==> src/logic/lar_defs.vh <==
// constants for the line auto-reclose control block
`ifndef LAR_DEFS_VH
`define LAR_DEFS_VH
`define LAR_AW 4
`define LAR_DW 16
// register offsets
`define LAR_REG_CTRL 4'h0
`define LAR_REG_START_EN 4'h1
`define LAR_REG_RECLAIM 4'h2
`define LAR_REG_MC_BLOCK 4'h3
`define LAR_REG_START_MON 4'h4
`define LAR_REG_CB_MON 4'h5
`define LAR_REG_DEAD_EXT 4'h6
`define LAR_REG_REMOTE_DLY 4'h7
`define LAR_REG_DEAD_3P 4'h8
`define LAR_REG_DEAD_C0 4'h9
`define LAR_REG_CB_CHK 4'hD
`define LAR_REG_STATUS 4'hE
// control fields
`define LAR_CTRL_ON 0
`define LAR_CTRL_FIRST_CHK 1
`define LAR_CTRL_EV_TRIP 2
`define LAR_CTRL_EV_3P 3
`define LAR_CTRL_REMOTE_ADT 4
`define LAR_CTRL_CYC_LSB 5
`define LAR_CTRL_RST 16'h0000
// timer unit: 1 ms at 40 MHz
`define LAR_TICK_NS 1000000
`define LAR_CLK_NS 25
`define LAR_TICK_CYC (`LAR_TICK_NS / `LAR_CLK_NS)
`define LAR_TIME_INF 16'hFFFF
`define LAR_MAX_CYCLES 8
`endif

==> src/logic/lar_timer.v <==
// millisecond down-counter with load, run and expiry flag
`timescale 1ns/100ps
`include "lar_defs.vh"
module lar_timer (
   input wire clk_i,
   input wire rstn_i,
   input wire ce_i,
   input wire tick_i,
   input wire load_i,
   input wire [15:0] value_i,
   input wire run_i,
   output reg done_o
);
   reg [15:0] count;
   // all-ones at load means never expire; latched so a changing input mux cannot stall a run
   reg inf;
   always @(posedge clk_i or negedge rstn_i) begin
      if (!rstn_i) begin
         count <= 16'h0000;
         done_o <= 1'b0;
         inf <= 1'b0;
      end else if (ce_i) begin
         if (load_i) begin
            count <= value_i;
            done_o <= (value_i == 16'h0000);
            inf <= (value_i == `LAR_TIME_INF);
         end else if (run_i && tick_i && count != 16'h0000 && !inf) begin
            count <= count - 16'h0001;
            done_o <= (count == 16'h0001);
         end
      end
   end
endmodule

==> src/logic/lar_core.v <==
// automatic reclose sequencer with register port and timers
//
// Behaviour
// [RL1] eight cycles; cycle four settings reused after
// [RL2] excluded build: no logic, three-pole trips
// [RL3] run-time on/off switch for reclose
// [RL4] optional breaker-ready check at first trip
// [RL5] per-cycle breaker-ready check before reclose
// [RL6] breaker-ready monitor expiry blocks dynamically
// [RL7] dead time extension capped; infinity unlimited
// [RL8] reset only after full reclaim time
// [RL9] retrip in reclaim: next cycle or lockout
// [RL10] fault after manual close: final trip
// [RL11] pickup option: pickup in dead time evolves
// [RL12] trip option: trip in dead time evolves
// [RL13] pickup-less external trips evolve by trip
// [RL14] blocking reaction: no reclose after evolving
// [RL15] three-pole reaction starts three-pole dead time
// [RL16] adaptive mode skips evolving fault handling
// [RL17] breaker must open or trip reset within start monitor time
// [RL18] remote close delayed, only toward adaptive end
// [RL19] per-function enables for reclose start
// [RL20] dynamic block drops pending close
`timescale 1ns/100ps
`include "lar_defs.vh"
module lar_core #(
   parameter AR_PRESENT = 1,
   parameter ADAPTIVE_MODE = 0
) (
   input wire clk_i,
   input wire rstn_i,
   input wire ce_i,
   input wire [3:0] addr_i,
   input wire [15:0] wdata_i,
   input wire wr_i,
   input wire rd_i,
   output reg [15:0] rdata_o,
   input wire [5:0] func_trip_i,
   input wire [5:0] func_pickup_i,
   input wire ext_trip_i,
   input wire ext_pickup_i,
   input wire breaker_ready_input_i,
   input wire breaker_open_i,
   input wire manual_close_i,
   output reg close_cmd_o,
   output reg remote_close_o,
   output reg trip_3pole_o,
   output reg final_trip_o,
   output reg ar_blocked_o,
   output reg ar_busy_o
);
   localparam ST_IDLE = 3'd0;
   localparam ST_OPEN = 3'd1;
   localparam ST_DEAD = 3'd2;
   localparam ST_EXT = 3'd3;
   localparam ST_RECLAIM = 3'd4;
   localparam ST_LOCK = 3'd5;
   localparam ST_MCBLK = 3'd6;

   reg [15:0] ctrl;
   reg [5:0] start_by_enable;
   reg [15:0] reclaim_time;
   reg [15:0] manual_close_block_time;
   reg [15:0] start_mon_time;
   reg [15:0] breaker_ready_monitor_time;
   reg [15:0] dead_time_extension_limit;
   reg [15:0] remote_delay_time;
   reg [15:0] dead_3p_time;
   reg [15:0] dead_cyc [0:3];
   reg [3:0] cb_check_cycle;
   reg [2:0] state;
   reg [2:0] next_state;
   reg [3:0] cycle;
   reg evolving;
   reg use_3p_dead;
   reg remote_pend;
   reg [15:0] tick_cnt;
   reg tick;
   reg trip_d;
   reg pickup_d;
   integer k;

   wire ar_on = (AR_PRESENT != 0) && ctrl[`LAR_CTRL_ON]; // RL2 RL3
   wire first_trip_breaker_check = ctrl[`LAR_CTRL_FIRST_CHK];
   wire evolving_fault_detect_select = ctrl[`LAR_CTRL_EV_TRIP];
   wire evolving_fault_reaction = ctrl[`LAR_CTRL_EV_3P];
   wire [3:0] max_cycles = ctrl[`LAR_CTRL_CYC_LSB+3:`LAR_CTRL_CYC_LSB];
   wire adaptive_dead_time_mode = (ADAPTIVE_MODE != 0);

   // cycle index into the four parameter sets
   function [1:0] cyc_set;
      input [3:0] c;
      begin
         cyc_set = (c >= 4'd4) ? 2'd3 : c[1:0]; // RL1
      end
   endfunction

   wire start_trip = |(func_trip_i & start_by_enable); // RL19
   wire any_trip = (|func_trip_i) | ext_trip_i;
   wire any_pickup = (|func_pickup_i) | ext_pickup_i;
   wire trip_rise = any_trip & ~trip_d;
   wire pickup_rise = any_pickup & ~pickup_d;
   // only a fresh event counts: the trip that opened the breaker may still stand in the dead time
   // externals without pickup only show up through their trip
   wire ev_seen = evolving_fault_detect_select ? trip_rise : (pickup_rise | trip_rise); // RL11 RL12 RL13
   wire ev_now = (state == ST_DEAD) && ev_seen && !adaptive_dead_time_mode; // RL16
   wire ev_any = evolving || ev_now;
   wire more_cycles = (cycle + 4'd1 < max_cycles) && (cycle + 4'd1 < 4'd8); // RL1 RL9
   wire cb_chk_now = cb_check_cycle[cyc_set(cycle)];

   // timer controls
   reg t_main_load;
   reg [15:0] t_main_val;
   reg t_mon_load;
   reg [15:0] t_mon_val;
   wire t_main_done;
   wire t_mon_done;
   wire t_rem_done;
   wire t_ext_done;
   // 1 ms tick period; only the low half is needed by the counter
   wire [31:0] tick_reload = `LAR_TICK_CYC - 32'h0000_0001;

   always @(posedge clk_i or negedge rstn_i) begin
      if (!rstn_i) begin
         tick_cnt <= 16'h0000;
         tick <= 1'b0;
      end else if (ce_i) begin
         tick <= (tick_cnt == 16'h0000);
         tick_cnt <= (tick_cnt == 16'h0000) ? tick_reload[15:0] : tick_cnt - 16'h0001;
      end
   end

   // main timer: dead, reclaim, manual close block
   lar_timer u_main (
      .clk_i(clk_i), .rstn_i(rstn_i), .ce_i(ce_i), .tick_i(tick),
      .load_i(t_main_load), .value_i(t_main_val), .run_i(1'b1), .done_o(t_main_done)
   );
   // monitor timer: start monitor and breaker-ready monitor
   lar_timer u_mon (
      .clk_i(clk_i), .rstn_i(rstn_i), .ce_i(ce_i), .tick_i(tick),
      .load_i(t_mon_load), .value_i(t_mon_val), .run_i(1'b1), .done_o(t_mon_done)
   );
   // extension timer: armed when the dead time runs out with the breaker not ready
   lar_timer u_ext (
      .clk_i(clk_i), .rstn_i(rstn_i), .ce_i(ce_i), .tick_i(tick),
      .load_i(state == ST_DEAD && next_state == ST_EXT), .value_i(dead_time_extension_limit),
      .run_i(state == ST_EXT), .done_o(t_ext_done)
   );
   lar_timer u_rem (
      .clk_i(clk_i), .rstn_i(rstn_i), .ce_i(ce_i), .tick_i(tick),
      .load_i(close_cmd_o), .value_i(remote_delay_time), .run_i(remote_pend), .done_o(t_rem_done)
   );

   always @* begin
      next_state = state;
      t_main_load = 1'b0;
      t_main_val = dead_cyc[cyc_set(cycle)];
      t_mon_load = 1'b0;
      t_mon_val = start_mon_time;
      case (state)
         ST_IDLE: begin
            if (ar_on && manual_close_i && manual_close_block_time != 16'h0000) begin
               next_state = ST_MCBLK; // RL10
               t_main_load = 1'b1;
               t_main_val = manual_close_block_time;
            end else if (ar_on && start_trip && !(first_trip_breaker_check && !breaker_ready_input_i)) begin
               next_state = ST_OPEN; // RL4
               t_mon_load = 1'b1;
            end else if (ar_on && start_trip) begin
               next_state = ST_LOCK;
            end
         end
         ST_MCBLK: begin
            if (any_pickup | any_trip) begin
               next_state = ST_LOCK; // RL10
            end else if (t_main_done) begin
               next_state = ST_IDLE;
            end
         end
         ST_OPEN: begin
            if (breaker_open_i || !any_trip) begin
               next_state = ST_DEAD; // RL17
               t_main_load = 1'b1;
               t_main_val = use_3p_dead ? dead_3p_time : dead_cyc[cyc_set(cycle)]; // RL15
               t_mon_load = 1'b1;
               t_mon_val = breaker_ready_monitor_time;
            end else if (t_mon_done) begin
               next_state = ST_LOCK; // RL17
            end
         end
         ST_DEAD: begin
            if (ev_any && !evolving_fault_reaction) begin
               next_state = ST_LOCK; // RL14 RL16
            end else if (ev_any && any_trip) begin
               next_state = ST_OPEN; // RL15
               t_mon_load = 1'b1;
            end else if (t_mon_done && !breaker_ready_input_i && cb_chk_now) begin
               next_state = ST_LOCK; // RL6
            end else if (t_main_done) begin
               next_state = (cb_chk_now && !breaker_ready_input_i) ? ST_EXT : ST_RECLAIM; // RL5
               t_main_load = !(cb_chk_now && !breaker_ready_input_i);
               t_main_val = reclaim_time;
            end
         end
         ST_EXT: begin
            if (breaker_ready_input_i) begin
               next_state = ST_RECLAIM;
               t_main_load = 1'b1;
               t_main_val = reclaim_time;
            end else if (t_ext_done || t_mon_done) begin
               next_state = ST_LOCK; // RL6 RL7
            end
         end
         ST_RECLAIM: begin
            if (start_trip) begin
               next_state = more_cycles ? ST_OPEN : ST_LOCK; // RL9
               t_mon_load = more_cycles;
            end else if (t_main_done) begin
               next_state = ST_IDLE; // RL8
            end
         end
         ST_LOCK: begin
            // wait for quiescence before rearming
            if (!any_trip && !any_pickup) begin
               next_state = ST_IDLE; // RL20
            end
         end
         default: begin
            next_state = ST_IDLE;
         end
      endcase
   end

   always @(posedge clk_i or negedge rstn_i) begin
      if (!rstn_i) begin
         state <= ST_IDLE;
         cycle <= 4'h0;
         evolving <= 1'b0;
         use_3p_dead <= 1'b0;
         remote_pend <= 1'b0;
         trip_d <= 1'b0;
         pickup_d <= 1'b0;
         close_cmd_o <= 1'b0;
         remote_close_o <= 1'b0;
         trip_3pole_o <= 1'b0;
         final_trip_o <= 1'b0;
         ar_blocked_o <= 1'b0;
         ar_busy_o <= 1'b0;
      end else if (ce_i) begin
         trip_d <= any_trip;
         pickup_d <= any_pickup;
         state <= next_state;
         // cleared on leaving the dead time so a three-pole restart does not loop on it
         if (next_state != ST_DEAD) begin
            evolving <= 1'b0;
         end else if (ev_now) begin
            evolving <= 1'b1; // RL11 RL12
         end
         if (state == ST_DEAD && next_state == ST_OPEN) begin
            use_3p_dead <= 1'b1; // RL15
         end else if (next_state != ST_DEAD) begin
            use_3p_dead <= (state == ST_OPEN) ? use_3p_dead : 1'b0;
         end
         if (state == ST_RECLAIM && next_state == ST_OPEN) begin
            cycle <= cycle + 4'd1;
         end else if (next_state == ST_IDLE) begin
            cycle <= 4'h0;
         end
         close_cmd_o <= (state == ST_DEAD || state == ST_EXT) && next_state == ST_RECLAIM; // RL20
         if (close_cmd_o && ctrl[`LAR_CTRL_REMOTE_ADT]) begin
            remote_pend <= 1'b1; // RL18
         end else if (remote_pend && (t_rem_done || next_state == ST_LOCK)) begin
            remote_pend <= 1'b0;
         end
         remote_close_o <= remote_pend && t_rem_done && next_state != ST_LOCK; // RL18
         // lockout trips are final and therefore three-pole
         trip_3pole_o <= any_trip && (!ar_on || use_3p_dead || next_state == ST_LOCK); // RL2 RL10
         final_trip_o <= (next_state == ST_LOCK) && any_trip; // RL10
         ar_blocked_o <= (state == ST_LOCK);
         ar_busy_o <= (state != ST_IDLE);
      end
   end

   // register port
   always @(posedge clk_i or negedge rstn_i) begin
      if (!rstn_i) begin
         ctrl <= `LAR_CTRL_RST;
         start_by_enable <= 6'h00;
         reclaim_time <= 16'h0000;
         manual_close_block_time <= 16'h0000;
         start_mon_time <= 16'h0000;
         breaker_ready_monitor_time <= 16'h0000;
         dead_time_extension_limit <= `LAR_TIME_INF;
         remote_delay_time <= 16'h0000;
         dead_3p_time <= 16'h0000;
         cb_check_cycle <= 4'h0;
         for (k = 0; k < 4; k = k + 1) begin
            dead_cyc[k] <= 16'h0000;
         end
         rdata_o <= 16'h0000;
      end else if (ce_i) begin
         if (wr_i) begin
            case (addr_i)
               `LAR_REG_CTRL: ctrl <= wdata_i;
               `LAR_REG_START_EN: start_by_enable <= wdata_i[5:0];
               `LAR_REG_RECLAIM: reclaim_time <= wdata_i;
               `LAR_REG_MC_BLOCK: manual_close_block_time <= wdata_i;
               `LAR_REG_START_MON: start_mon_time <= wdata_i;
               `LAR_REG_CB_MON: breaker_ready_monitor_time <= wdata_i;
               `LAR_REG_DEAD_EXT: dead_time_extension_limit <= wdata_i;
               `LAR_REG_REMOTE_DLY: remote_delay_time <= wdata_i;
               `LAR_REG_DEAD_3P: dead_3p_time <= wdata_i;
               `LAR_REG_CB_CHK: cb_check_cycle <= wdata_i[3:0];
               default: begin
                  if (addr_i >= `LAR_REG_DEAD_C0 && addr_i < `LAR_REG_CB_CHK) begin
                     dead_cyc[addr_i[1:0] - 2'd1] <= wdata_i;
                  end
               end
            endcase
         end
         rdata_o <= 16'h0000;
         if (rd_i) begin
            case (addr_i)
               `LAR_REG_CTRL: rdata_o <= ctrl;
               `LAR_REG_START_EN: rdata_o <= {10'h000, start_by_enable};
               `LAR_REG_RECLAIM: rdata_o <= reclaim_time;
               `LAR_REG_MC_BLOCK: rdata_o <= manual_close_block_time;
               `LAR_REG_START_MON: rdata_o <= start_mon_time;
               `LAR_REG_CB_MON: rdata_o <= breaker_ready_monitor_time;
               `LAR_REG_DEAD_EXT: rdata_o <= dead_time_extension_limit;
               `LAR_REG_REMOTE_DLY: rdata_o <= remote_delay_time;
               `LAR_REG_DEAD_3P: rdata_o <= dead_3p_time;
               `LAR_REG_CB_CHK: rdata_o <= {12'h000, cb_check_cycle};
               `LAR_REG_STATUS: rdata_o <= {5'h00, evolving, use_3p_dead, remote_pend, cycle, 1'b0, state};
               default: begin
                  if (addr_i >= `LAR_REG_DEAD_C0 && addr_i < `LAR_REG_CB_CHK) begin
                     rdata_o <= dead_cyc[addr_i[1:0] - 2'd1];
                  end
               end
            endcase
         end
      end
   end
endmodule

==> config.mk <==
export PLATFORM = sky130hd
export DESIGN_NAME = lar_core
export DESIGN_NICKNAME = d
export VERILOG_FILES = /design/src/logic/lar_timer.v /design/src/logic/lar_core.v
export VERILOG_INCLUDE_DIRS = /design/src /design/src/logic
export SDC_FILE = /design/constraint.sdc
export NUM_CORES = 1
export LEC_CHECK = 0
export ABC_AREA = 1
export BUFFER_PORTS_ARGS = -buffer_cell sky130_fd_sc_hd__buf_4
export CAP_MARGIN = 20
export CORE_MARGIN = 3
export CORE_UTILIZATION = 41
export DETAILED_ROUTE_END_ITERATION = 12
export SYNTH_ARGS = -nofsm -noshare
export SYNTH_HDL_FRONTEND = slang
export SYNTH_SLANG_ARGS = --single-unit
==> constraint.sdc <==
create_clock -name clk_i -period 4.87 [get_ports clk_i]
set_clock_uncertainty 0.15 [all_clocks]
set_input_delay 0.7305 -clock clk_i [delete_from_list [all_inputs] [get_ports clk_i]]
set_output_delay 0.7305 -clock clk_i [all_outputs]
set_load 0.02 [all_outputs]
Word-level counts from Yosys, hierarchy flattened
Index checks and enable logic that the tools add are counted.
{"block": "word_totals", "wordCells": 288, "inputBits": 42, "output_inout_bits": 22, "register_bits": 325}
{"block": "classes", "n_mux": 85, "n_reduce_logical": 102, "add_sub_neg": 7, "n_lt_le_gt_ge": 9, "n_bitwise": 12, "n_eq_ne": 31}
{"cell": "2-to-1 mux 16 bit", "n": 26}
{"cell": "one-hot mux 16 bit (11 select lines)", "n": 1}
{"cell": "zero test 16 bit", "n": 5}
{"cell": "nonzero test 16 bit", "n": 5}
{"cell": "subtractor 16 x 1 -> 16 bit (second input constant)", "n": 5}
{"cell": "binary-select mux 16 bit (select 2 bit)", "n": 2}
{"cell": "bitwise mux 64 bit", "n": 1}
{"cell": "equality test 16 x 1 -> 1 bit (second input constant)", "n": 4}
{"cell": "equality test 16 bit (second input constant)", "n": 4}
{"cell": "one-hot mux 16 bit (4 select lines)", "n": 1}
{"cell": "2-to-1 mux 3 bit", "n": 17}
{"cell": "logical AND 1 bit", "n": 35}
{"cell": "AND reduction 3 bit", "n": 11}
{"cell": "demux 16 bit (select 2 bit)", "n": 1}
{"cell": "2-to-1 mux 1 bit", "n": 29}
{"cell": "AND reduction 2 bit", "n": 11}
{"cell": "one-hot mux 3 bit (7 select lines)", "n": 1}
{"cell": "OR reduction 6 bit", "n": 3}
{"cell": "equality test 4 x 3 -> 1 bit (second input constant)", "n": 4}
{"cell": "nonzero test 2 bit", "n": 8}
{"cell": "equality test 3 bit (second input constant)", "n": 5}
{"cell": "equality test 4 bit (second input constant)", "n": 3}
{"cell": "zero test 1 bit", "n": 11}
{"cell": "OR reduction 10 bit", "n": 1}
{"cell": "30 further kinds", "n": 52}

Longest topological paths before layout
Gate-level depths: netlist (run 1).
{"block": "depth", "ltp_word": 16, "ltp_mapped": 19, "depth_no_buf": 18}

Cells and area by module
From an unflattened synthesis (run 1), not the netlist that was laid out.
{"block": "hier_totals", "hier_cells": 2755, "area_unflattened_um2": 19789.0}
{"mod": "lar_core", "cells_each": 1775, "n_inst": 1, "area_per_inst_um2": 13610.6, "seq_area_each_um2": 6351.1}
{"mod": "lar_timer at u_ext ...", "cells_each": 245, "n_inst": 3, "area_per_inst_um2": 1542.7, "seq_area_each_um2": 450.4}
{"mod": "lar_timer at u_rem", "cells_each": 245, "n_inst": 1, "area_per_inst_um2": 1550.2, "seq_area_each_um2": 450.4}

Least setup slack after synthesis (run 1)
OpenSTA, ideal clock, no wires.
{"block": "synth_path", "kind": "input to register", "startpoint": "in addr_i[0]", "endpoint": "reg rdata_o[1]", "arrival_ns": 2.838, "setup_ns": 0.126, "path_stages": 13, "setup_slack_ns": 1.756, "required_time_ns": 4.594, "path_cell_list": "clkinv_1 -> clkbuf_1 -> ha_1 -> inv_1 -> nor2_2 -> clkinv_1 -> nand3_1 -> inv_1 -> nand3_1 -> inv_1 -> clkbuf_1 -> nor4_1 -> o31ai_1"}
{"block": "synth_via", "elab_chain_cells": 8, "elab_cells_between_ends": 22, "classes_between": "1 x add/sub; 2 x order compare; 10 x eq/ne; 6 x mux; 1 x bitwise; 2 x reduce/logical"}
{"item": "start, declared", "line": "lar_core.v:33", "rtl": "input wire [3:0] addr_i,"}
{"item": "subtractor 2 x 1 -> 2 bit", "line": "lar_core.v:337", "rtl": "rdata_o <= dead_cyc[addr_i[1:0] - 2'd1];"}
{"item": "inverter 2 -> 3 bit (not written as such)", "line": "lar_core.v:337"}
{"item": "binary-select mux 16 bit (select 2 bit)", "line": "lar_core.v:337"}
{"item": "2-to-1 mux 16 bit (not written as such) (2 in series)", "line": "lar_core.v:337"}
{"item": "2-to-1 mux 16 bit", "line": "lar_core.v:336", "rtl": "if (addr_i >= `LAR_REG_DEAD_C0 && addr_i < `LAR_REG_CB_CHK) begin"}
{"item": "one-hot mux 16 bit (11 select lines) (*)", "line": "lar_core.v:323", "rtl": "case (addr_i)"}
{"item": "2-to-1 mux 16 bit (*)", "line": "lar_core.v:322", "rtl": "if (rd_i) begin"}
{"item": "end signal, assigned", "line": "lar_core.v:324", "rtl": "`LAR_REG_CTRL: rdata_o <= ctrl;"}
{"item": "end signal, assigned", "line": "lar_core.v:325", "rtl": "`LAR_REG_START_EN: rdata_o <= {10'h000, start_by_enable};"}
{"item": "end signal, assigned", "line": "lar_core.v:337"}
{"item": "end, declared", "line": "lar_core.v:37", "rtl": "output reg [15:0] rdata_o,"}
Every way passes the cells marked *; elsewhere a longest branch is shown, timed or not. The select of a mux whose other input is x is not followed.
A chain may end at the register's enable or synchronous reset.

Final worst setup path (run 1)
{"block": "layout_path", "startpoint": "reg cycle[2]", "endpoint": "reg u_ext.count[10]"}
{"block": "layout_via", "elab_chain_cells": 15, "elab_cells_between_ends": 23, "classes_between": "1 x add/sub; 3 x order compare; 1 x eq/ne; 12 x mux; 6 x reduce/logical"}
{"item": "start, declared", "line": "lar_core.v:73", "rtl": "reg [3:0] cycle;"}
{"item": "start signal, assigned", "line": "lar_core.v:265", "rtl": "cycle <= cycle + 4'd1;"}
{"item": ">= comparator 4 x 3 -> 1 bit", "line": "lar_core.v:94", "rtl": "cyc_set = (c >= 4'd4) ? 2'd3 : c[1:0];"}
{"item": "2-to-1 mux 2 bit", "line": "lar_core.v:94"}
{"item": "binary-select mux 1 bit (select 2 bit)", "line": "lar_core.v:109", "rtl": "wire cb_chk_now = cb_check_cycle[cyc_set(cycle)];"}
{"item": "2-to-1 mux 1 bit (not written as such)", "line": "lar_core.v:109"}
{"item": "logical AND 1 bit", "line": "lar_core.v:200", "rtl": "next_state = (cb_chk_now && !breaker_ready_input_i) ? ST_EXT : ST_RECLAIM;"}
{"item": "2-to-1 mux 3 bit", "line": "lar_core.v:200"}
{"item": "2-to-1 mux 3 bit", "line": "lar_core.v:199", "rtl": "end else if (t_main_done) begin"}
{"item": "2-to-1 mux 3 bit", "line": "lar_core.v:197", "rtl": "end else if (t_mon_done && !breaker_ready_input_i && cb_chk_now) begin"}
{"item": "2-to-1 mux 3 bit", "line": "lar_core.v:194", "rtl": "end else if (ev_any && any_trip) begin"}
{"item": "2-to-1 mux 3 bit", "line": "lar_core.v:192", "rtl": "if (ev_any && !evolving_fault_reaction) begin"}
{"item": "one-hot mux 3 bit (7 select lines) (*)", "line": "lar_core.v:160", "rtl": "case (state)"}
{"item": "equality test 3 x 2 -> 1 bit (*)", "line": "lar_core.v:146", "rtl": ".load_i(state == ST_DEAD && next_state == ST_EXT), .value_i(dead_time_extension_limit),"}
{"item": "logical AND 1 bit (*)", "line": "lar_core.v:146"}
{"item": "nonzero test 2 bit (no source line)"}
{"item": "AND reduction 2 bit (no source line)"}
{"item": "end signal, assigned", "line": "lar_timer.v:24", "rtl": "count <= value_i;"}
{"item": "end signal, assigned", "line": "lar_timer.v:28", "rtl": "count <= count - 16'h0001;"}
{"item": "end, declared", "line": "lar_timer.v:14", "rtl": "reg [15:0] count;"}
Marked as above.

==> impl_metrics.json, run 1 <==
{
  "holdWs_ps": 162,
  "yosys.area_share.xor_xnor": 0.0136,
  "worstPathMaxFanout": 22,
  "crit_path_end_kind": "register",
  "cts_tree": "done",
  "antenna_found_initial": 5,
  "die_area_um2": 48000,
  "start_util": 0.418,
  "worstPathArrival_ps": 4370,
  "io_buffers": 63,
  "drv_cap": 0,
  "drc": 0,
  "synthMuxAreaShare": 0.00114,
  "clk_path_buf_depth": 3,
  "path_cells": "nor2_4, nand2_2, clkinv_2, nand3_2, nand2_1, nor2_2, a21oi_4, o2111ai_1, nand2_1, nand2_2, nor2_4, buf_4, inv_2, o21ai_0, o21ai_0, nand2_1, o21ai_0",
  "insertion_delay_ps": 560,
  "start_kind": "register",
  "synth_area_um2": 18600,
  "synth_seq_cells": 325,
  "drive_above_1_share": 0.0851,
  "worstSetupPathType": "register to register",
  "slowest_delay_ps": 460,
  "critPathRequiredTime_ps": 5140,
  "syn_avg_cell_area_um2": 7.42,
  "place_congestion": 1.03,
  "synth_top_family_by_area": "simple AND/OR/NAND/NOR gates",
  "die_w_um": 219,
  "grt_pass1_wl_mm": 105,
  "drt-pass1-iter-count": 6,
  "synth_cell_type_count": 62,
  "status": "completed",
  "vias_per_cell": 5.72,
  "r2r-start": "cycle[2]$_DFFE_PN0P_",
  "hp-class": "input port to asynchronous set/reset pin",
  "cts_setup_buffers": 0,
  "post_drt_wl_per_cell_um": 22.2,
  "min_period_ps": 4100,
  "synthCells": 2509,
  "post-route-period-util": 0.843,
  "grt.total_usage": 0.291,
  "syn_nets": 2573,
  "vdd_drop_max_mv": 0.309,
  "ant_nets": 0,
  "cts_root_buffer": "clkbuf_16",
  "path_clk_slew_ps": 60,
  "h-tree-depth": 2,
  "cts_hold_buf": 0,
  "nFillCells": 4481,
  "die_h_um": 219,
  "slew_headroom": 0.239,
  "synth_compound_area_frac": 0.212,
  "syn_to_final_growth_pct": 12.9,
  "cts.sink_count": 325,
  "setup_viol": 0,
  "setup_tns_ps": 0,
  "grt_pass1_vias": 16987,
  "setup.worst_path.start": "cycle[2]$_DFFE_PN0P_",
  "yosysWarnings": 0,
  "p_per_area_nw_per_um2": 537,
  "core_area_um2": 44500,
  "max_freq_ghz": 0.244,
  "drt-total-wl_mm": 69.7,
  "vias": 17983,
  "ctsResizeCount": 0,
  "dp_hpwl_mm": 50.8,
  "grt_max_degree": 132,
  "drv_slew": 0,
  "numCtsBuffers": 40,
  "yosysSeqAreaShare": 0.438,
  "final-hold-violation-count": 0,
  "nNetsFinal": 2584,
  "crit_slowest_cell": "a21oi_4",
  "critPathBufInv": 3,
  "rows": 77,
  "worst_pin_slew_ps": 1140,
  "synth_fa_ha_area_frac": 0.0148,
  "rsz0062_at_grt": "false",
  "ios": 64,
  "crit_family": "simple AND/OR/NAND/NOR gates",
  "grt_overflow_total": 0,
  "drt_iter0_markers": 1950,
  "p_leak_nw": 9.69,
  "synthSimpleGateAreaFrac": 0.220
}
==> power by group <==
part           leakage [nW]  total [mW]  switching (mW)  internal [mW]
logic                  5.10        3.98            2.74           1.24
clock network         0.694        3.17            1.20           1.96
registers              3.89        4.14           0.653           3.48
==> sequential cells by signal (all words and copies together) (netlist names), 6 cells and up <==
register / flops
dead_time_extension_limit: 16
tick_cnt: 16
u_rem.count: 16
start_mon_time: 16
u_main.count: 16
dead_3p_time: 16
remote_delay_time: 16
rdata_o: 16
u_mon.count: 16
start_by_enable: 6
manual_close_block_time: 16
dead_cyc: 64
u_ext.count: 16
ctrl: 16
reclaim_time: 16
breaker_ready_monitor_time: 16
==> synth_stat cells, drive strengths merged <==
cell type | n | area share
a2111oi | 2 | 0.00094
a211o | 1 | 0.00047
a211oi | 3 | 0.0012
a21boi | 3 | 0.0012
a21oi | 114 | 0.032
a221oi | 14 | 0.0066
a22o | 2 | 0.00094
a22oi | 4 | 0.0016
a31oi | 25 | 0.0094
a32o | 17 | 0.0091
a41oi | 1 | 0.00047
and3 | 1 | 0.00034
buf | 33 | 0.0094
clkbuf | 92 | 0.019
clkinv | 5 | 0.0011
dfrtp | 309 | 0.42
dfstp | 16 | 0.023
ha | 22 | 0.015
inv | 351 | 0.071
mux2 | 1 | 0.00060
mux2i | 1 | 0.00054
nand2 | 549 | 0.11
nand3 | 113 | 0.031
nand3b | 8 | 0.0032
nand4 | 32 | 0.011
nor2 | 205 | 0.043
nor3 | 32 | 0.0086
nor3b | 1 | 0.00040
nor4 | 27 | 0.0094
o2111ai | 7 | 0.0033
o211a | 1 | 0.00054
o211ai | 49 | 0.020
o21a | 19 | 0.0077
o21ai | 348 | 0.094
o21bai | 1 | 0.00040
o221ai | 2 | 0.00094
o22ai | 55 | 0.018
o311ai | 3 | 0.0014
o31ai | 5 | 0.0023
o32ai | 1 | 0.00047
or2 | 4 | 0.0013
or4 | 1 | 0.00040
xnor2 | 4 | 0.0019
xor2 | 25 | 0.012
==> per-layer routing <==
layer	track usage	up-vias	share of wire
met5	0	-	0.00030
met4	0.131	4	0.054
met3	0.0638	190	0.086
met2	0.455	745	0.44
met1	0.388	8664	0.42
li1	-	8380	-
==> logic make-up after synthesis <==
| logic type | after synthesis |
|---|---|
| buffers and inverters | 481 |
| multiplexers | 2 |
| AO/OA/AOI/OAI | 677 |
| flip-flops | 325 |
| adder cells (fa/ha/maj) | 22 |
| AND/OR/NAND/NOR | 973 |
| XOR/XNOR | 29 |
==> cell usage in the layout, fill, tap and decap left out, types with 6 or more instances in the layout <==
| cell type | synthesis | routed |
|---|---|---|
| o2111ai_1 | 7 | 7 |
| nand2_1 | 541 | 541 |
| clkinv_2 | 1 | 7 |
| nand4_1 | 32 | 32 |
| o21ai_1 | 8 | 8 |
| o21ai_0 | 340 | 340 |
| dfrtp_1 | 309 | 309 |
| nor2_2 | 5 | 13 |
| nor2_1 | 198 | 190 |
| o21a_1 | 19 | 19 |
| nor4_1 | 26 | 26 |
| inv_1 | 346 | 346 |
| ha_1 | 22 | 22 |
| clkbuf_8 | 0 | 14 |
| nor3_1 | 32 | 32 |
| nand3b_1 | 8 | 8 |
| xor2_1 | 25 | 25 |
| nand2_2 | 6 | 6 |
| a21oi_1 | 111 | 111 |
| a32o_1 | 17 | 17 |
| o22ai_1 | 55 | 55 |
| a221oi_1 | 14 | 14 |
| dfstp_2 | 16 | 16 |
| buf_4 | 3 | 89 |
| clkbuf_1 | 90 | 7 |
| nand3_1 | 112 | 112 |
| clkbuf_16 | 0 | 41 |
| o211ai_1 | 49 | 49 |
| a31oi_1 | 22 | 22 |
==> cell type report <==
cell class	instances	area, um^2	area share
diodes	1	2.50	0.000119
clock buffers	62	1240	0.0592
clock inverters	10	150	0.00714
inverters	356	1340	0.0636
multi-input cells	1703	8630	0.410
flip-flops and latches	325	8150	0.388
well taps	592	741	0.0352
repair buffers	94	766	0.0364
==> worst register-to-register path: stages, from the launching register on <==
cell,delay (ps)
dfrtp_1,450
nor2_4,260
nand2_2,340
clkinv_2,460
nand3_2,180
nand2_1,120
nor2_2,60
a21oi_4,460
o2111ai_1,250
nand2_1,190
nand2_2,90
nor2_4,180
buf_4,280
inv_2,160
o21ai_0,100
o21ai_0,100
nand2_1,60
o21ai_0,90
==> metrics by stage <==
step	instance area, um^2	utilization	worst slack (ps)	std cells	total power, mW
floorplan	18600	-	1760	2509	6.66
global placement	19600	0.440	848	3068	8.00
detailed placement	19600	0.440	830	3069	8.07
CTS	21000	0.472	842	3141	11.3
global route	21000	0.472	474	3142	12.0
finish	21000	0.472	766	3143	11.3
==> final timing paths <==
path	endpoint	slack, ps	cells after the start
setup / recovery	u_ext.count[10]$_DFFE_PN0P_	770	17
hold / removal	u_rem.count[0]$_DFFE_PN0P_	160	1
setup reg to reg	u_ext.count[10]$_DFFE_PN0P_	770	17
hold reg to reg	tick_cnt[9]$_DFFE_PN0P_	320	1
max in group asynchronous	tick_cnt[9]$_DFFE_PN0P_	3290	2
min in group clk_i	tick_cnt[9]$_DFFE_PN0P_	320	1
Note: power is estimated with default switching activity, not from simulation.
==> inputs of run 2 (changes only) <==
- clock period: 4.87 -> 4.1 ns (I/O delays scaled with it)
==> run 2 against run 1 <==
- non-clock buffer count up 27
- first-iteration DRC count down 2.1%
- sequential power up 19%
- fmax rose by 30%
- sequential cell count stayed put
- worst setup slack gained 170 ps
- die area unchanged
- power up 18%
==> impl_metrics.json, run 2 (synthesized netlist as in run 1, its figures left out) <==
{
  "clk_path_buf_depth": 3,
  "rsz0062_at_grt": "false",
  "grt_pass1_wl_mm": 107,
  "post_drt_wl_per_cell_um": 22.2,
  "setup_tns_ps": 0,
  "ios": 64,
  "place_congestion": 1.02,
  "worstPathArrival_ps": 3510,
  "grt_pass1_vias": 17049,
  "insertion_delay_ps": 570,
  "cts_setup_buffers": 0,
  "grt_overflow_total": 0,
  "p_leak_nw": 9.75,
  "drt_iter0_markers": 1910,
  "nFillCells": 4511,
  "ff_latch_area_um2": 8150,
  "final-hold-violation-count": 0,
  "ant_nets": 0,
  "nNetsFinal": 2610,
  "worst_r2r_path_depth": 11,
  "status": "completed",
  "r2r_slack_ps": 930,
  "worst_pin_slew_ps": 942,
  "grt.total_usage": 0.295,
  "cts.sink_count": 325,
  "setup.worst_path.start": "state[1]$_DFFE_PN0P_",
  "post-route-period-util": 0.773,
  "layout_common_cells": "541 x nand2_1, 346 x inv_1, 340 x o21ai_0, 309 x dfrtp_1, 190 x nor2_1",
  "drv_cap": 0,
  "vias_per_cell": 5.69,
  "worstHoldStart": "wdata_i[1]",
  "worstSetupPathType": "register to register",
  "regMostFlops": "dead_cyc",
  "cts_hold_buf": 1,
  "placed_area_um2": 19800,
  "start_kind": "register",
  "grt_max_degree": 90,
  "numCtsBuffers": 39,
  "cts_tree": "done",
  "min_path_cells": 3,
  "path_clk_slew_ps": 60,
  "drt-pass1-iter-count": 8,
  "largest_reg_flops": 64,
  "antenna_found_initial": 0,
  "hp-class": "input port to register",
  "p_per_area_nw_per_um2": 629,
  "final_cells": 3167,
  "critPathRequiredTime_ps": 4440,
  "cts_root_buffer": "clkbuf_16",
  "drv_slew": 0,
  "dp_cells": 3096,
  "drive_above_1_share": 0.0932,
  "core_area_um2": 44500,
  "setup_ws_ps": 932,
  "design_area_um2": 21100,
  "ctsResizeCount": 0,
  "r2r_end": "u_main.count[15]$_DFFE_PN0P_",
  "drc": 0,
  "drt-total-wl_mm": 70.4,
  "crit_path_end_kind": "register",
  "die_area_um2": 48000,
  "setup_viol": 0,
  "antenna_cells": 0,
  "multi_input_area_um2": 8630,
  "slew_headroom": 0.371,
  "die_h_um": 219,
  "start_util": 0.418,
  "vias": 18029,
  "die_w_um": 219,
  "syn_to_final_growth_pct": 13.3,
  "io_buffers": 63,
  "min_period_ps": 3170,
  "hold_end": "dead_time_extension_limit[1]$_DFFE_PN1P_",
  "vdd_drop_max_mv": 0.345,
  "h-tree-depth": 2,
  "dp_hpwl_mm": 51.4,
  "dp_slack_ps": 645,
  "final_common_cell": "nand2_1",
  "rows": 77,
  "max_freq_ghz": 0.316,
  "r2r-start": "state[1]$_DFFE_PN0P_",
  "worstPathMaxFanout": 17
}
-- run 2: worst max-delay path by stage --
stage                                         to
floorplan                 rdata_o[1]$_DFFE_PN0P_
global placement       u_main.done_o$_DFFE_PN0P_
detailed placement     u_main.done_o$_DFFE_PN0P_
CTS                       u_main.inf$_DFFE_PN0P_
global route            u_mon.done_o$_DFFE_PN0P_
finish              u_main.count[15]$_DFFE_PN0P_
-- run 2: area by class of cell --
cell class	instances	share of cell area
clock buffers	52	0.0509
clock inverters	18	0.00966
inverters	356	0.0634
multi-input cells	1703	0.409
flip-flops and latches	325	0.386
well taps	592	0.0351
repair buffers	121	0.0459
-- run 2: where the power goes --
part,internal [mW],total (mW),leakage [nW],switching [mW]
Combinational,1.51,4.81,5.23,3.29
Sequential,4.14,4.91,3.89,0.772
Clock,2.10,3.55,0.635,1.45
-- run 2: worst max-delay path: stages, from the launching register on --
cell and delay (ps):
dfrtp_1 470, inv_2 100, nor3_1 290, nand2_1 200, inv_1 430, nor2_1 100, a21oi_1 300, nand2_1 150
nand2_1 430, buf_4 250, o21ai_1 70, o21ai_0 160
-- run 2: through the flow --
stage / utilization / hold WS (ps) / total power, mW
after floorplan: - / 169 / 7.91
after global placement: 0.445 / 302 / 9.60
after detailed placement: 0.445 / 304 / 9.66
after CTS: 0.474 / 212 / 13.3
after global routing: 0.474 / 241 / 14.2
final: 0.474 / 232 / 13.3
-- run 2: layer usage --
| layer | part of all wire | up-vias | track usage |
|---|---|---|---|
| li1 | - | 8433 | - |
| met1 | 0.42 | 8639 | 0.403 |
| met2 | 0.45 | 791 | 0.456 |
| met3 | 0.081 | 166 | 0.0564 |
| met4 | 0.048 | 0 | 0.131 |
| met5 | 0 | - | 0 |
==> inputs of run 3 (changes only) <==
- ABC_AREA: 1 -> 0
- clock period: 4.1 -> 3 ns (I/O delays scaled with it)
==> run 3 against run 2 <==
- the flow now finishes with violations (setup timing)
- highest routed layer is now met5
- synthesized cell count decreased by 29%
- clock power is 38% higher
- first-iteration DRC count shrank 13%
- synthesized area fell by 2.7%
- fmax rose by 0.80%
==> impl_metrics.json, run 3 <==
{
  "failed_checks": "setup timing",
  "antenna_found_initial": 1,
  "setup_tns_ps": -596,
  "slowest_delay_ps": 450,
  "synth_cell_type_count": 87,
  "drt-pass1-iter-count": 7,
  "ant_nets": 0,
  "status": "complete, but fails checks",
  "path_clk_slew_ps": 70,
  "dp_hpwl_mm": 46.9,
  "synthArstFlopShare": 1.00,
  "setup_ws_ps": -143,
  "yosysMostFrequentCell": "dfrtp_1",
  "worstPathArrival_ps": 3470,
  "die_area_um2": 46800,
  "crit_slowest_cell": "dfrtp_2",
  "post_drt_wl_per_cell_um": 24.4,
  "synth_area_um2": 18100,
  "worst_pin_slew_ps": 742,
  "drive_above_1_share": 0.361,
  "synthCells": 1774,
  "multi_input_area_um2": 9800,
  "utilization": 0.531,
  "ios": 64,
  "ys.flop_type": "dfrtp_1",
  "synth_area_leaders": "dfrtp_1 43%, mux2_2 13%, a21oi_1 3.5%",
  "critPathRequiredTime_ps": 3330,
  "p_leak_nw": 10.1,
  "syn_nets": 1838,
  "max_freq_ghz": 0.318,
  "die_h_um": 216,
  "path_common_cell": "buf_4",
  "nNetsFinal": 2093,
  "dr_wl_met3_mm": 5.74,
  "insertion_delay_ps": 590,
  "vias_per_cell": 6.10,
  "grt_max_degree": 86,
  "min_period_ps": 3140,
  "die_w_um": 216,
  "start_kind": "register",
  "regMostFlops": "dead_cyc",
  "io_buffers": 63,
  "yosysWarnings": 0,
  "start_util": 0.418,
  "numCtsBuffers": 38,
  "syn_to_final_growth_pct": 27.0,
  "core_area_um2": 43400,
  "vias": 16135,
  "worstSetupPathType": "register to register",
  "cts.sink_count": 325,
  "largest_reg_flops": 64,
  "final_common_cell": "dfrtp_1",
  "grt.total_usage": 0.269,
  "grt_pass1_vias": 15770,
  "drv_cap": 0,
  "yosysTopAreaCell": "dfrtp_1",
  "nFillCells": 3892,
  "synth_seq_cells": 325,
  "place_congestion": 0.956,
  "synth_top_area_frac": 0.427,
  "drc": 0,
  "rows": 76,
  "path_cells": "buf_4, inv_4, ha_4, nor2_4, buf_4, a221o_1, a21o_1, or4_4, a221oi_2, nand4b_1, a2111o_1, o31ai_2",
  "highest_layer": "met5",
  "drt_iter0_markers": 1658,
  "cts_tree": "done",
  "h-tree-depth": 2,
  "cts_root_buffer": "clkbuf_16",
  "synth_edf_count": 0,
  "final-hold-violation-count": 0,
  "p_per_area_nw_per_um2": 850,
  "slew_headroom": 0.500,
  "setup_viol": 18,
  "yosys-top-cells-count": "309 x dfrtp_1, 204 x mux2_2, 128 x nor2_1",
  "crit_path_end_kind": "register",
  "vdd_drop_max_mv": 0.541,
  "dp_slack_ps": -384,
  "grt_pass1_wl_mm": 96.6,
  "holdWs_ps": 69.7,
  "wl_met2_mm": 28.1,
  "layout_common_cells": "305 x dfrtp_1, 302 x buf_4, 203 x mux2_2, 123 x nor2_1, 104 x nand2_1",
  "clk_path_buf_depth": 3,
  "yosysSeqAreaShare": 0.450,
  "post-route-period-util": 1.05,
  "worstPathMaxFanout": 7,
  "drt-met1-wl_mm": 28.0,
  "total_power_mw": 19.6,
  "grt_overflow_total": 0,
  "drt-total-wl_mm": 64.5,
  "syn_avg_cell_area_um2": 10.2,
  "hp-class": "input port to register",
  "ff_latch_area_um2": 8160,
  "rsz0062_at_grt": "true",
  "drv_slew": 0
}
==> run 3: cell count changes after synthesis, moves of 28 or more <==
cell,previous run,this run
a22oi_1,4,32
inv_1,346,39
mux2_2,1,204
mux2i_1,1,41
nand2_1,541,104
nand3_1,112,44
nor2_1,198,128
o211ai_1,49,1
o21ai_0,340,112
o22ai_1,55,15
==> run 3: final timing paths <==
check | from | cells past startpoint | slack (ps) | to
hold / removal | wdata_i[8] | 3 | 70 | ctrl[8]$_DFFE_PN0P_
max in group asynchronous | rstn_i | 3 | 1540 | dead_cyc[35]$_DFFE_PN0P_
setup / recovery | state[2]$_DFFE_PN0P_ | 12 | -140 | u_main.done_o$_DFFE_PN0P_
min in group asynchronous | rstn_i | 2 | 270 | tick_cnt[14]$_DFFE_PN0P_
setup reg to reg | state[2]$_DFFE_PN0P_ | 12 | -140 | u_main.done_o$_DFFE_PN0P_
hold reg to reg | rdata_o[12]$_DFFE_PN0P_ | 1 | 340 | rdata_o[12]$_DFFE_PN0P_
==> run 3: cells by family after synthesis <==
kind of cell | Yosys count | synth area share
adder cells (fa/ha/maj) | 22 | 0.0152
flip-flops | 325 | 0.450
AO/OA/AOI/OAI | 485 | 0.182
buffers and inverters | 161 | 0.0358
multiplexers | 263 | 0.171
AND/OR/NAND/NOR | 506 | 0.141
XOR/XNOR | 12 | 0.00580
==> run 3: area by class of cell <==
| class | instances | share of cell area |
|---|---|---|
| antenna | 1 | 0.000109 |
| clock buffer | 54 | 0.0465 |
| sequential | 325 | 0.354 |
| tap | 585 | 0.0318 |
| inverter | 40 | 0.00663 |
| timing repair buffer | 336 | 0.124 |
| multi-input combinational | 1288 | 0.426 |
| clock inverter | 15 | 0.0105 |
==> run 3: report_power, final <==
part	internal [mW]	switching (mW)
registers	5.38	1.11
logic	3.87	4.29
clock network	2.94	1.97
==> run 3: timing repair <==
action | 4_1_cts | 5_1_grt
hold buffers | 1 | 0
resized for setup | 45 | 76
hold endpoints to repair | 57 | 0
cloned | 1 | 3
setup endpoints to repair | 55 | 55
setup buffers | 7 | 4
pin swaps | 9 | 15
==> run 3: metrics by stage <==
| stage | instances | instance area (um^2) |
|---|---|---|
| 2_1_floorplan | 1774 | 18200 |
| 3_5_place_dp | 2560 | 21000 |
| 3_3_place_gp | 2560 | 21000 |
| 6_report | 2644 | 23000 |
| 5_1_grt | 2643 | 23000 |
| 4_1_cts | 2638 | 22600 |
==> run 3: metal layers <==
metal | track usage | vias up
met2 | 0.395 | 662
met1 | 0.373 | 8124
li1 | - | 7212
met4 | 0.109 | 2
met5 | 0 | -
met3 | 0.0780 | 135
==> run 3: worst max-delay path, delay by kind of cell (launching register included) <==
family / cells / cell delay (ps)
fa+ha+maj: 1 / 140
buf+inv: 3 / 360
flops: 1 / 450
compound gates: 5 / 1270
simple gates: 3 / 640
